**src/psi_pkg.sv**
```systemverilog
/*
 Shared constants, types and helpers for the power switch inspection mode
 controller: device register indices, field positions, timing counts.
 Assumes a 200 MHz system clock and a synchronous active-high reset.
*/
`default_nettype none
package psi_pkg;
   localparam int CLK_NS     = 5;
   localparam int SETTLE_NS  = 10000;
   localparam int STEP_NS    = 2000;
   localparam int SETTLE_CYC = (SETTLE_NS + CLK_NS - 1) / CLK_NS;
   localparam int STEP_CYC   = (STEP_NS + CLK_NS - 1) / CLK_NS;
   localparam int CNT_W      = 12;
   localparam logic [2:0] LAST_STEP = 3'h6;

   // device register indices on the link
   localparam logic [3:0] REG_CNT1  = 4'h0;
   localparam logic [3:0] REG_CNT2  = 4'h1;
   localparam logic [3:0] REG_RELAY = 4'h2;
   localparam logic [3:0] REG_PAT   = 4'h3;
   localparam logic [3:0] REG_RES   = 4'h4;
   localparam logic [3:0] REG_SEQ   = 4'h5;

   // CNT1, CNT2 / host command fields
   localparam int C1_MANUAL = 0;
   localparam int C1_START  = 1;
   localparam int C1_TYPE   = 2;
   localparam int C1_MIDON  = 4;
   localparam int C1_VIEW   = 7;
   localparam int C2_UNLOCK = 0;
   localparam int HC_UNLOCK = 8;
   // SEQ status fields and relay reset value
   localparam int SQ_AUTO = 0;
   localparam int SQ_ERR  = 1;
   localparam int SQ_NUM  = 4;
   localparam logic [1:0] RELAY_RST = 2'h0;

   // host AXI4-Lite byte offsets and interrupt bits
   localparam logic [7:0] H_CMD      = 8'h00;
   localparam logic [7:0] H_RELAY    = 8'h04;
   localparam logic [7:0] H_PAT      = 8'h08;
   localparam logic [7:0] H_STAT     = 8'h0c;
   localparam logic [7:0] H_RES      = 8'h10;
   localparam logic [7:0] H_IRQ_STAT = 8'h14;
   localparam logic [7:0] H_IRQ_MASK = 8'h18;
   localparam int IRQ_DONE = 0;
   localparam int IRQ_ERR  = 1;

   typedef enum logic [1:0] {
      TYPE_A = 2'b00,
      TYPE_B = 2'b01,
      TYPE_C = 2'b10,
      TYPE_D = 2'b11
   } psi_type_t;

   typedef enum logic [1:0] {
      SQ_IDLE   = 2'b00,
      SQ_SETTLE = 2'b01,
      SQ_STEP   = 2'b10
   } psi_seq_t;

   // places {uh,ul,vh,vl,wh,wl} on the even bits D10..D0
   function automatic logic [11:0] psi_spread(input logic [5:0] v);
      logic [11:0] r;
      r = 12'h000;
      for (int i = 0; i < 6; i++) begin
         r[2*i] = v[i];
      end
      return r;
   endfunction
endpackage
`default_nettype wire

```
**src/psi_link_if.sv**
```systemverilog
/*
 Register link between the host controller and the inspection device.
 Host writes or reads one register per cycle; the device answers a read
 with rdata and rvalid exactly one cycle later.
*/
`timescale 1ns/10ps
`default_nettype none
interface psi_link_if;
   logic        wr;
   logic        rd;
   logic [3:0]  addr;
   logic [15:0] wdata;
   logic [15:0] rdata;
   logic        rvalid;

   modport dev  (input wr, rd, addr, wdata, output rdata, rvalid);
   modport host (output wr, rd, addr, wdata, input rdata, rvalid);
endinterface
`default_nettype wire

```
**src/psi_host_end.sv**
```systemverilog
/*
 Host end: AXI4-Lite register slave for software that forwards orders to
 the device over the link, mirrors its status and raises an interrupt.
 Assumes the device answers link reads one cycle after the request.
*/
// Chosen here: the register offsets and the AXI4-Lite register port.
`timescale 1ns/10ps
`default_nettype none
module psi_host_end
   import psi_pkg::*;
(
   input  wire logic        sys_clk,
   input  wire logic        rst,
   psi_link_if.host         lnk,
   input  wire logic [7:0]  s_axi_awaddr,
   input  wire logic        s_axi_awvalid,
   output logic             s_axi_awready,
   input  wire logic [31:0] s_axi_wdata,
   input  wire logic [3:0]  s_axi_wstrb,
   input  wire logic        s_axi_wvalid,
   output logic             s_axi_wready,
   output logic [1:0]       s_axi_bresp,
   output logic             s_axi_bvalid,
   input  wire logic        s_axi_bready,
   input  wire logic [7:0]  s_axi_araddr,
   input  wire logic        s_axi_arvalid,
   output logic             s_axi_arready,
   output logic [31:0]      s_axi_rdata,
   output logic [1:0]       s_axi_rresp,
   output logic             s_axi_rvalid,
   input  wire logic        s_axi_rready,
   output logic             irq
);
   logic [8:0]  cmd_ff;
   logic [1:0]  relay_ff;
   logic [5:0]  pat_ff;
   logic [6:0]  seq_ff;
   logic [11:0] res_ff;
   logic [1:0]  irqStat_ff;
   logic [1:0]  irqMask_ff;
   logic        irq_ff;
   logic [3:0]  pend_ff;
   logic        rdSel_ff;
   logic [3:0]  rdTag_ff;
   logic        lwr_ff;
   logic        lrd_ff;
   logic [3:0]  laddr_ff;
   logic [15:0] lwdata_ff;
   logic        awHave_ff;
   logic        wHave_ff;
   logic [7:0]  awAddr_ff;
   logic [31:0] wData_ff;
   logic [3:0]  wStrb_ff;
   logic        awready_ff;
   logic        wready_ff;
   logic        bvalid_ff;
   logic [1:0]  bresp_ff;
   logic        arready_ff;
   logic        rvalid_ff;
   logic [31:0] rdata_ff;
   logic [1:0]  rresp_ff;
   logic        doWr;
   logic        doRd;
   logic [31:0] wm;
   logic [1:0]  events;

   function automatic logic [31:0] merge(input logic [31:0] o, input logic [31:0] d,
                                         input logic [3:0] s);
      logic [31:0] r;
      r = o;
      for (int i = 0; i < 4; i++) begin
         if (s[i]) begin
            r[8*i +: 8] = d[8*i +: 8];
         end
      end
      return r;
   endfunction

   assign doWr = awHave_ff && wHave_ff && !bvalid_ff;
   assign doRd = s_axi_arvalid && arready_ff;
   assign wm   = merge(32'h0, wData_ff, wStrb_ff);
   assign events[IRQ_DONE] = lnk.rvalid && rdTag_ff == REG_SEQ && seq_ff[SQ_AUTO] && !lnk.rdata[SQ_AUTO];
   assign events[IRQ_ERR]  = lnk.rvalid && rdTag_ff == REG_SEQ && !seq_ff[SQ_ERR] && lnk.rdata[SQ_ERR];

   // AXI write channels, taken in either order
   always_ff @(posedge sys_clk) begin
      if (rst) begin
         awHave_ff  <= 1'b0;
         wHave_ff   <= 1'b0;
         awAddr_ff  <= 8'h00;
         wData_ff   <= 32'h0;
         wStrb_ff   <= 4'h0;
         awready_ff <= 1'b0;
         wready_ff  <= 1'b0;
         bvalid_ff  <= 1'b0;
         bresp_ff   <= 2'h0;
      end else begin
         if (s_axi_awvalid && awready_ff) begin
            awHave_ff <= 1'b1;
            awAddr_ff <= s_axi_awaddr;
         end
         if (s_axi_wvalid && wready_ff) begin
            wHave_ff <= 1'b1;
            wData_ff <= s_axi_wdata;
            wStrb_ff <= s_axi_wstrb;
         end
         awready_ff <= !awHave_ff && !(s_axi_awvalid && awready_ff) && !doWr && !bvalid_ff;
         wready_ff  <= !wHave_ff && !(s_axi_wvalid && wready_ff) && !doWr && !bvalid_ff;
         if (doWr) begin
            awHave_ff <= 1'b0;
            wHave_ff  <= 1'b0;
            bvalid_ff <= 1'b1;
            bresp_ff  <= (awAddr_ff == H_CMD || awAddr_ff == H_RELAY || awAddr_ff == H_PAT
                          || awAddr_ff == H_IRQ_MASK) ? 2'h0 : 2'h2;
         end else if (bvalid_ff && s_axi_bready) begin
            bvalid_ff <= 1'b0;
         end
      end
   end

   // command registers and link write sequencing
   always_ff @(posedge sys_clk) begin
      if (rst) begin
         cmd_ff     <= 9'h000;
         relay_ff   <= RELAY_RST;
         pat_ff     <= 6'h00;
         irqMask_ff <= 2'h0;
         pend_ff    <= 4'h0;
         rdSel_ff   <= 1'b0;
         lwr_ff     <= 1'b0;
         lrd_ff     <= 1'b0;
         laddr_ff   <= 4'h0;
         lwdata_ff  <= 16'h0000;
      end else begin
         lwr_ff <= 1'b0;
         lrd_ff <= 1'b0;
         // unlock reaches the device before the start write
         if (pend_ff[0]) begin
            lwr_ff    <= 1'b1;
            laddr_ff  <= REG_CNT2;
            lwdata_ff <= {15'h0000, cmd_ff[HC_UNLOCK]};
            pend_ff[0] <= 1'b0;
         end else if (pend_ff[1]) begin
            lwr_ff    <= 1'b1;
            laddr_ff  <= REG_CNT1;
            lwdata_ff <= {8'h00, cmd_ff[7:0]};
            pend_ff[1] <= 1'b0;
            cmd_ff[C1_START] <= 1'b0;
         end else if (pend_ff[2]) begin
            lwr_ff    <= 1'b1;
            laddr_ff  <= REG_RELAY;
            lwdata_ff <= {14'h0000, relay_ff};
            pend_ff[2] <= 1'b0;
         end else if (pend_ff[3]) begin
            lwr_ff    <= 1'b1;
            laddr_ff  <= REG_PAT;
            lwdata_ff <= {10'h000, pat_ff};
            pend_ff[3] <= 1'b0;
         end else begin
            // status polling alternates sequence and result
            lrd_ff   <= 1'b1;
            laddr_ff <= rdSel_ff ? REG_RES : REG_SEQ;
            rdSel_ff <= !rdSel_ff;
         end
         if (doWr) begin
            unique case (awAddr_ff)
               H_CMD: begin
                  cmd_ff  <= 9'(merge({23'h0, cmd_ff}, wm, wStrb_ff));
                  pend_ff[1:0] <= 2'h3;
               end
               H_RELAY: begin
                  relay_ff   <= wm[1:0];
                  pend_ff[2] <= 1'b1;
               end
               H_PAT: begin
                  pat_ff     <= wm[5:0];
                  pend_ff[3] <= 1'b1;
               end
               H_IRQ_MASK: irqMask_ff <= wm[1:0];
               default: ;
            endcase
         end
      end
   end

   // device status mirror and interrupt
   always_ff @(posedge sys_clk) begin
      if (rst) begin
         rdTag_ff   <= 4'h0;
         seq_ff     <= 7'h00;
         res_ff     <= 12'h000;
         irqStat_ff <= 2'h0;
         irq_ff     <= 1'b0;
      end else begin
         rdTag_ff <= laddr_ff;
         if (lnk.rvalid && rdTag_ff == REG_SEQ) begin
            seq_ff <= lnk.rdata[6:0];
         end
         if (lnk.rvalid && rdTag_ff == REG_RES) begin
            res_ff <= lnk.rdata[11:0];
         end
         // a new event wins over the clearing read
         irqStat_ff <= ((doRd && s_axi_araddr == H_IRQ_STAT) ? 2'h0 : irqStat_ff) | events;
         irq_ff     <= |((((doRd && s_axi_araddr == H_IRQ_STAT) ? 2'h0 : irqStat_ff) | events) & irqMask_ff);
      end
   end

   // AXI read channel
   always_ff @(posedge sys_clk) begin
      if (rst) begin
         arready_ff <= 1'b0;
         rvalid_ff  <= 1'b0;
         rdata_ff   <= 32'h0;
         rresp_ff   <= 2'h0;
      end else begin
         arready_ff <= !rvalid_ff && !doRd;
         if (doRd) begin
            rvalid_ff <= 1'b1;
            rresp_ff  <= 2'h0;
            unique case (s_axi_araddr)
               H_CMD: rdata_ff <= {23'h0, cmd_ff};
               H_RELAY: rdata_ff <= {30'h0, relay_ff};
               H_PAT: rdata_ff <= {26'h0, pat_ff};
               H_STAT: rdata_ff <= {25'h0, seq_ff};
               H_RES: rdata_ff <= {20'h0, res_ff};
               H_IRQ_STAT: rdata_ff <= {30'h0, irqStat_ff};
               H_IRQ_MASK: rdata_ff <= {30'h0, irqMask_ff};
               default: begin
                  rdata_ff <= 32'h0;
                  rresp_ff <= 2'h2;
               end
            endcase
         end else if (rvalid_ff && s_axi_rready) begin
            rvalid_ff <= 1'b0;
         end
      end
   end

   assign lnk.wr        = lwr_ff;
   assign lnk.rd        = lrd_ff;
   assign lnk.addr      = laddr_ff;
   assign lnk.wdata     = lwdata_ff;
   assign s_axi_awready = awready_ff;
   assign s_axi_wready  = wready_ff;
   assign s_axi_bvalid  = bvalid_ff;
   assign s_axi_bresp   = bresp_ff;
   assign s_axi_arready = arready_ff;
   assign s_axi_rvalid  = rvalid_ff;
   assign s_axi_rdata   = rdata_ff;
   assign s_axi_rresp   = rresp_ff;
   assign irq           = irq_ff;
endmodule // psi_host_end
`default_nettype wire

```
**src/flat_wrapper.sv**
```systemverilog
// flat-port wrapper written by rule: the top's interface ports become plain ports
module psi_host_end_flat import psi_pkg::*;
  (sys_clk, rst, s_axi_awaddr, s_axi_awvalid, s_axi_awready, s_axi_wdata, s_axi_wstrb, s_axi_wvalid, s_axi_wready, s_axi_bresp, s_axi_bvalid, s_axi_bready, s_axi_araddr, s_axi_arvalid, s_axi_arready, s_axi_rdata, s_axi_rresp, s_axi_rvalid, s_axi_rready, irq, lnk_wr, lnk_rd, lnk_addr, lnk_wdata, lnk_rdata, lnk_rvalid);
  psi_link_if lnk_i ();
  input  wire logic sys_clk;
  input  wire logic rst;
  input  wire logic [7:0] s_axi_awaddr;
  input  wire logic s_axi_awvalid;
  output logic s_axi_awready;
  input  wire logic [31:0] s_axi_wdata;
  input  wire logic [3:0] s_axi_wstrb;
  input  wire logic s_axi_wvalid;
  output logic s_axi_wready;
  output logic [1:0] s_axi_bresp;
  output logic s_axi_bvalid;
  input  wire logic s_axi_bready;
  input  wire logic [7:0] s_axi_araddr;
  input  wire logic s_axi_arvalid;
  output logic s_axi_arready;
  output logic [31:0] s_axi_rdata;
  output logic [1:0] s_axi_rresp;
  output logic s_axi_rvalid;
  input  wire logic s_axi_rready;
  output logic irq;
  output wire logic [$bits(lnk_i.wr)-1:0] lnk_wr;
  output wire logic [$bits(lnk_i.rd)-1:0] lnk_rd;
  output wire logic [$bits(lnk_i.addr)-1:0] lnk_addr;
  output wire logic [$bits(lnk_i.wdata)-1:0] lnk_wdata;
  input wire logic [$bits(lnk_i.rdata)-1:0] lnk_rdata;
  input wire logic [$bits(lnk_i.rvalid)-1:0] lnk_rvalid;
  assign lnk_wr = lnk_i.wr;
  assign lnk_rd = lnk_i.rd;
  assign lnk_addr = lnk_i.addr;
  assign lnk_wdata = lnk_i.wdata;
  assign lnk_i.rdata = lnk_rdata;
  assign lnk_i.rvalid = lnk_rvalid;
  psi_host_end u_core (.sys_clk(sys_clk), .rst(rst), .lnk(lnk_i), .s_axi_awaddr(s_axi_awaddr), .s_axi_awvalid(s_axi_awvalid), .s_axi_awready(s_axi_awready), .s_axi_wdata(s_axi_wdata), .s_axi_wstrb(s_axi_wstrb), .s_axi_wvalid(s_axi_wvalid), .s_axi_wready(s_axi_wready), .s_axi_bresp(s_axi_bresp), .s_axi_bvalid(s_axi_bvalid), .s_axi_bready(s_axi_bready), .s_axi_araddr(s_axi_araddr), .s_axi_arvalid(s_axi_arvalid), .s_axi_arready(s_axi_arready), .s_axi_rdata(s_axi_rdata), .s_axi_rresp(s_axi_rresp), .s_axi_rvalid(s_axi_rvalid), .s_axi_rready(s_axi_rready), .irq(irq));
endmodule
```
**config.mk**
```make
export PLATFORM = sky130hd
export DESIGN_NAME = psi_host_end_flat
export DESIGN_NICKNAME = d
export VERILOG_FILES = /design/src/psi_pkg.sv /design/src/psi_link_if.sv /design/src/psi_host_end.sv /design/src/flat_wrapper.sv
export SDC_FILE = /design/constraint.sdc
export NUM_CORES = 1
export LEC_CHECK = 0
export ABC_CLOCK_PERIOD_IN_PS = 4000
export BUFFER_PORTS_ARGS = -buffer_cell sky130_fd_sc_hd__buf_2
export CAP_MARGIN = 20
export CORE_MARGIN = 5
export CORE_UTILIZATION = 55
export CTS_CLUSTER_SIZE = 28
export DETAILED_ROUTE_END_ITERATION = 7
export HOLD_SLACK_MARGIN = 0.03
export PLACE_DENSITY = 0.89
export SLEW_MARGIN = 20
export SYNTH_ARGS = -nofsm -noshare
export SYNTH_HDL_FRONTEND = slang
export SYNTH_SLANG_ARGS = --single-unit
```
**constraint.sdc**
```tcl
create_clock -name sys_clk -period 4 [get_ports sys_clk]
set_input_delay 0.2 -clock sys_clk [delete_from_list [all_inputs] [get_ports sys_clk]]
set_output_delay 0.2 -clock sys_clk [all_outputs]
set_load 0.01 [all_outputs]
```
==> After elaboration in Yosys (flattened, before gate mapping) <==
Index checks and enable logic that the tools add are counted.
{ "word_totals": {"register_bits": 126, "output_inout_bits": 64} }
{ "classes": {"n_eq_ne": 12, "bitwise_logic": 7, "reduce_logical": 55, "muxes": 35} }
{ "ops": {"columns": ["cell", "count"], "rows": [
  ["$pmux 12 s7", 1],
  ["$eq 8x5->1 const B", 4],
  ["$mux 8", 4],
  ["$eq 8x4->1 const B", 3],
  ["$logic_and 1x1->1", 21],
  ["$mux 2", 10],
  ["$mux 1", 18],
  ["$eq 8x3->1 const B", 2],
  ["$logic_not 8->1", 2],
  ["$logic_not 1->1", 11],
  ["$eq 4x3->1 const B", 2],
  ["$reduce_or 2->1", 4],
  ["$reduce_or 7->1", 1],
  ["$reduce_and 2->1", 3],
  ["$reduce_and 3->1", 2],
  ["$not 1->1", 5],
  ["$reduce_or 5->1", 1],
  ["$mux 4", 1],
  ["$reduce_and 4->1", 1],
  ["$reduce_bool 2->1", 2],
  ["$reduce_bool 4->1", 1],
  ["$reduce_or 4->1", 1],
  ["$logic_or 1x1->1", 3],
  ["$mux 3", 1],
  ["other kinds (5)", 5]
]} }

==> Logic depth before layout (Yosys ltp) <==
{ "logic_depth": {"ltp_word": 7, "depth_mapped": 6, "ltp_nobuf": 4} }

==> Worst setup path after synthesis <==
Ideal clock, no wire load.
{ "synth_path": {"path_kind": "register to register", "from": "register u_core.awAddr_ff[0]", "to": "register u_core.cmd_ff[1]", "path_buffers": 1, "arrival_time_ns": 1.879, "period_less_slack_ns": 1.946, "slack_ns": 2.054, "path_stages_with_launch": 6, "setup_ns": 0.067, "t_required_ns": 3.933, "path_cell_list": "dfxtp_1 > or4_4 > buf_6 > or4_4 > mux2_4 > a21oi_2"} }
{ "synth_via": {"elab_chain_cells": 3, "word_cells_on_any_way": 4, "classes_between": "1 x eq/ne; 2 x mux; 1 x reduce/logical"} }
{ "synth_lines": {"columns": ["element", "line", "text"], "rows": [
  ["start: declaration", "psi_host_end.sv:51", "logic [7:0] awAddr_ff;"],
  ["start signal: assignment", "psi_host_end.sv:100", "awAddr_ff <= s_axi_awaddr;"],
  ["$logic_not 8->1 (*)", "psi_host_end.sv:166", "unique case (awAddr_ff)"],
  ["$mux 2", "psi_host_end.sv:166", null],
  ["$mux 2", "psi_host_end.sv:165", "if (doWr) begin"],
  ["end signal: assignment", "psi_host_end.sv:168", "cmd_ff <= 9'(merge({23'h0, cmd_ff}, wm, wStrb_ff));"],
  ["end: declaration", "psi_host_end.sv:34", "logic [8:0] cmd_ff;"]
]} }
Every way passes the cells marked *; elsewhere a longest branch is shown, timed or not.
A chain may end at the register's enable or synchronous reset.

==> Worst setup path in the final report <==
{ "layout_path": {"from": "register u_core.awAddr_ff[0]", "to": "register u_core.relay_ff[1]"} }
{ "layout_via": {"elab_chain_cells": 2} }
{ "layout_lines": {"columns": ["element", "line", "text"], "rows": [
  ["$eq 8x3->1", "psi_host_end.sv:166", null],
  ["$reduce_and 2->1 (no line)", null, null],
  ["end signal: assignment", "psi_host_end.sv:172", "relay_ff <= wm[1:0];"],
  ["end: declaration", "psi_host_end.sv:35", "logic [1:0] relay_ff;"]
]} }
No other way between the ends.

==> summary.txt <==
Hold path
  – Worst hold path type: in2reg
  – Worst Hold End: u_core.s_axi_arready
  – Hold Path Depth: 2
  – Hold path startpoint: s_axi_arvalid

Pwr
  – Overall power after layout: around 1.8 mW
  – Maximum VDD drop: approximately 240 uV
  – Seq pwr share: 57.9%
  – Logic pwr share: 8.1%
  – Fraction of power spent switching nets: between 20 and 25%
  – Reported net switching power: approximately 0.45 mW
  – Part of the total power dissipated in the clock network: 34.0%
  – PD cells: ~370 nW/um2
  – Total leakage power: approximately 1.9 nW
  – Internal cell power: 1.378 mW

CTS
  – Post-cts sizing count: 0
  – Buffer levels on the longest clock path: 2
  – Buffer type at the clock tree root: sky130_fd_sc_hd__clkbuf_8
  – Clock transition at the registers of the reported paths: 90 ps
  – Clock tree sinks: 102
  – CTS tree: built
  – Hold-fix buffers at CTS: 0
  – Setup Buffers After CTS: 0
  – Clock latency on the worst-skew pair: 360 ps
  – H-tree depth: 3
  – Number of buffers created by CTS: 9

Place
  – # placed instances: 660
  – Final GP Congestion: 0.9701
  – Post-DP Area: 4691 um2
  – HPWL reported at the end of detailed placement: 7433 um
  – IO Port Bufs: 79

GRT
  – First-pass GRT wire length: around 16000 um
  – Initial antenna violation count: 0
  – GRT Resource Usage Total: 20.54%
  – Number of global-route vias before repair: 3420
  – Maximum number of pins on one net before global-route repair: between 50 and 60
  – Leftover overflow at the end of global routing: 0

Detailed routing
  – Drc violations: 0
  – Antenna Violating Nets Remaining: 0
  – Avg WL per Cell: about 15 um
  – TritonRoute pass-1 iters: 5
  – Via-per-instance ratio: 5.522
  – Number of vias in the routed layout: 3733
  – Total detailed-routing wirelength: 10100 um
  – Detailed router's first-iteration violation count: 207

Worst setup path
  – Sequence of cells on the critical path: or4_4, nor4_1, mux2i_1, nor2_1
  – Critical setup path kind: reg2reg
  – Number of cell instances on the worst register-to-register path: 4
  – Reg2reg setup slack: ~1900 ps
  – Max stage delay on crit path: about 740 ps
  – Library cell contributing the largest single delay on the critical path: sky130_fd_sc_hd__nor4_1
  – Kind of launch point of the worst setup path: register
  – CP max FO: 8
  – Worst Path Required: 4260 ps
  – Endpoint type of the worst setup path: register
  – Terminus of the critical flop-to-flop path: u_core.relay_ff[1]
  – Reg-to-reg startpoint: u_core.awAddr_ff[0]
  – Arrival time of the worst setup path: 2350 ps

Synth
  – Warnings from Yosys: 0
  – Dominant register cell in the synthesized netlist: sky130_fd_sc_hd__dfxtp_1
  – Post-synthesis instance total: 511
  – Fraction of registers with async set/reset: 0%
  – Number of synthesized register bits: 102
  – Leading area contributor after synthesis: sky130_fd_sc_hd__dfxtp_1
  – Count of flip-flops with a built-in enable after synthesis: 0
  – Post-synth cell types: 50
  – Syn_area_per_cell: 8.624 um2
  – Top area cells in the synthesized netlist: sky130_fd_sc_hd__dfxtp_1 46%, sky130_fd_sc_hd__nand2_1 8.3%, sky130_fd_sc_hd__a21oi_1 7.0%, sky130_fd_sc_hd__buf_4 5.3%, sky130_fd_sc_hd__mux2i_1 4.8%
  – Area share of the largest cell type after synthesis: 46.34%
  – Sequential fraction of the synthesis area: a little under half
  – Summed instance area of the synthesized netlist: 4407 um2

Timing
  – Skew final: 7.193 ps
  – Final critical-path required period: 2089 ps
  – Finish-stage setup viols: 0
  – Total count of hold-check failures in the final report: 0
  – Rel. slew slack: between 30% and 40%
  – Unrepaired setup endpoints after global routing: false
  – Count of pins over their slew limit: 0
  – Slew at the pin with the worst max-slew slack: 935.5 ps
  – F_max: about 480 MHz
  – Post-route clock period utilization: a little over half
  – Setup_tns: 0 ps

Layout
  – Proportion of layout cells with a drive suffix above 1: 20.73%
  – Area growth from synthesis to layout: 10.73%
  – Post-Layout Inst Area: 4880 um2
  – Inserted Diodes: 0
  – Final net count: 645
  – Final core utilization: 62.82%
  – Post-layout instance count excluding filler cells: roughly 680

Flow run
  – Max capacitance violation total: 0

Floorplanning
  – X dimension of the die: approximately 100 um
  – Number of top-level pins: 140
  – Placement row count: 32
  – Initial standard-cell utilization of the core: 56.73%
  – Full die area: 9902 um2
  – Die H: 99.51 um
  – Core Box Area: 7767 um2

Run status
  – Result of the run: finished clean
area by class of cell:
class	instances	area (um2)
Sequential cell	102	2042
Multi-Input combinational cell	372	2100
Clock inverter	7	65.06
Timing Repair Buffer	81	410.4
Inverter	3	11.26
Fill cell	686	2888
Tap cell	102	127.6
Clock buffer	9	123.9
stage by stage:
step / setup WS, ps / hold slack, ps
4_1_cts: 1908 / 55.43
3_5_place_dp: 1945 / 444.2
6_report: 1911 / 68.15
2_1_floorplan: 2054 / 303.8
3_3_place_gp: 1990 / 430.6
5_1_grt: 1773 / 60.74
cells in the mapped netlist (all sizes together), types with 4 or more instances:
| cell | count |
|---|---|
| nand3b | 12 |
| nand2 | 97 |
| a22oi | 10 |
| nor4 | 8 |
| nand2b | 5 |
| mux2 | 8 |
| nor2 | 35 |
| o21ai | 11 |
| a221oi | 4 |
| nor2b | 7 |
| and2 | 5 |
| nand3 | 9 |
| dfxtp | 102 |
| a21oi | 63 |
| mux2i | 21 |
| nor4b | 4 |
| or4 | 4 |
| clkbuf | 30 |
| buf | 34 |
| nor3 | 7 |
power by group through the flow:
stage	Clock, mW	Sequential (mW)	Combinational [mW]
6_report	0.622	1.06	0.148
5_1_grt	0.673	1.06	0.166
2_1_floorplan	0	1.08	0.125
4_1_cts	0.629	1.06	0.148
3_3_place_gp	0	1.08	0.143
3_5_place_dp	0	1.08	0.147
critical path: cells and delay by family (launching register included):
kind / cells / cell delay (ps)
and+or+nand+nor: 3 / 1400
DFF: 1 / 320
muxes: 1 / 270
state kept, by name, indices dropped and copies added (netlist names), 2 cells and up:
name,cells
u_core.wData_ff,9
u_core.rdTag_ff,3
u_core.lnk.wdata,8
u_core.s_axi_rdata,12
u_core.awAddr_ff,8
u_core.seq_ff,7
u_core.cmd_ff,9
u_core.irqStat_ff,2
u_core.irqMask_ff,2
u_core.pend_ff,4
u_core.wStrb_ff,2
u_core.res_ff,12
u_core.relay_ff,2
u_core.lnk.addr,3
u_core.pat_ff,6
layer usage:
layer,routed length (um),global-route usage (%),vias up
met5,0,0,-
met4,153,6.828,0
met3,778,4.558,14
met2,4925,34.71,142
met1,4243,25.99,1758
li1,-,-,1819
worst max path at each step:
stage	from	endpoint	slack [ps]
floorplan	u_core.awAddr_ff[0]	u_core.cmd_ff[1]	2050
global placement	u_core.wStrb_ff[0]	u_core.cmd_ff[3]	1990
detailed placement	u_core.wStrb_ff[0]	u_core.cmd_ff[2]	1950
CTS	u_core.wStrb_ff[0]	u_core.cmd_ff[2]	1910
global route	u_core.s_axi_arready	u_core.s_axi_rdata[3]	1770
finish	u_core.awAddr_ff[0]	u_core.relay_ff[1]	1910
cell usage in the layout, fill, tap and decap left out, drive strengths merged, types with 4 or more instances in the layout:
cell    instances
conb           31
nand3           9
nor4b           4
mux2i          21
nor2b           7
nor4            8
o21ai          11
or4             4
and2            5
mux2            8
nand3b         12
nor2           35
nor3            7
nand2          97
a22oi          10
buf            81
clkinv          4
nand2b          5
clkbuf          9
a21oi          63
a221oi          4
dfxtp         102
cell families after synthesis:
group / Yosys count / synth area share [%]
AOI/OAI and AO/OA: 105 / 14.25
other: 1 / 0.08510
and+or+nand+nor: 205 / 23.14
DFF: 102 / 46.34
muxes: 30 / 7.410
xor gates and xnor gates: 1 / 0.1988
buffers and inverters: 67 / 8.574
Note: power is estimated with default switching activity, not from simulation.
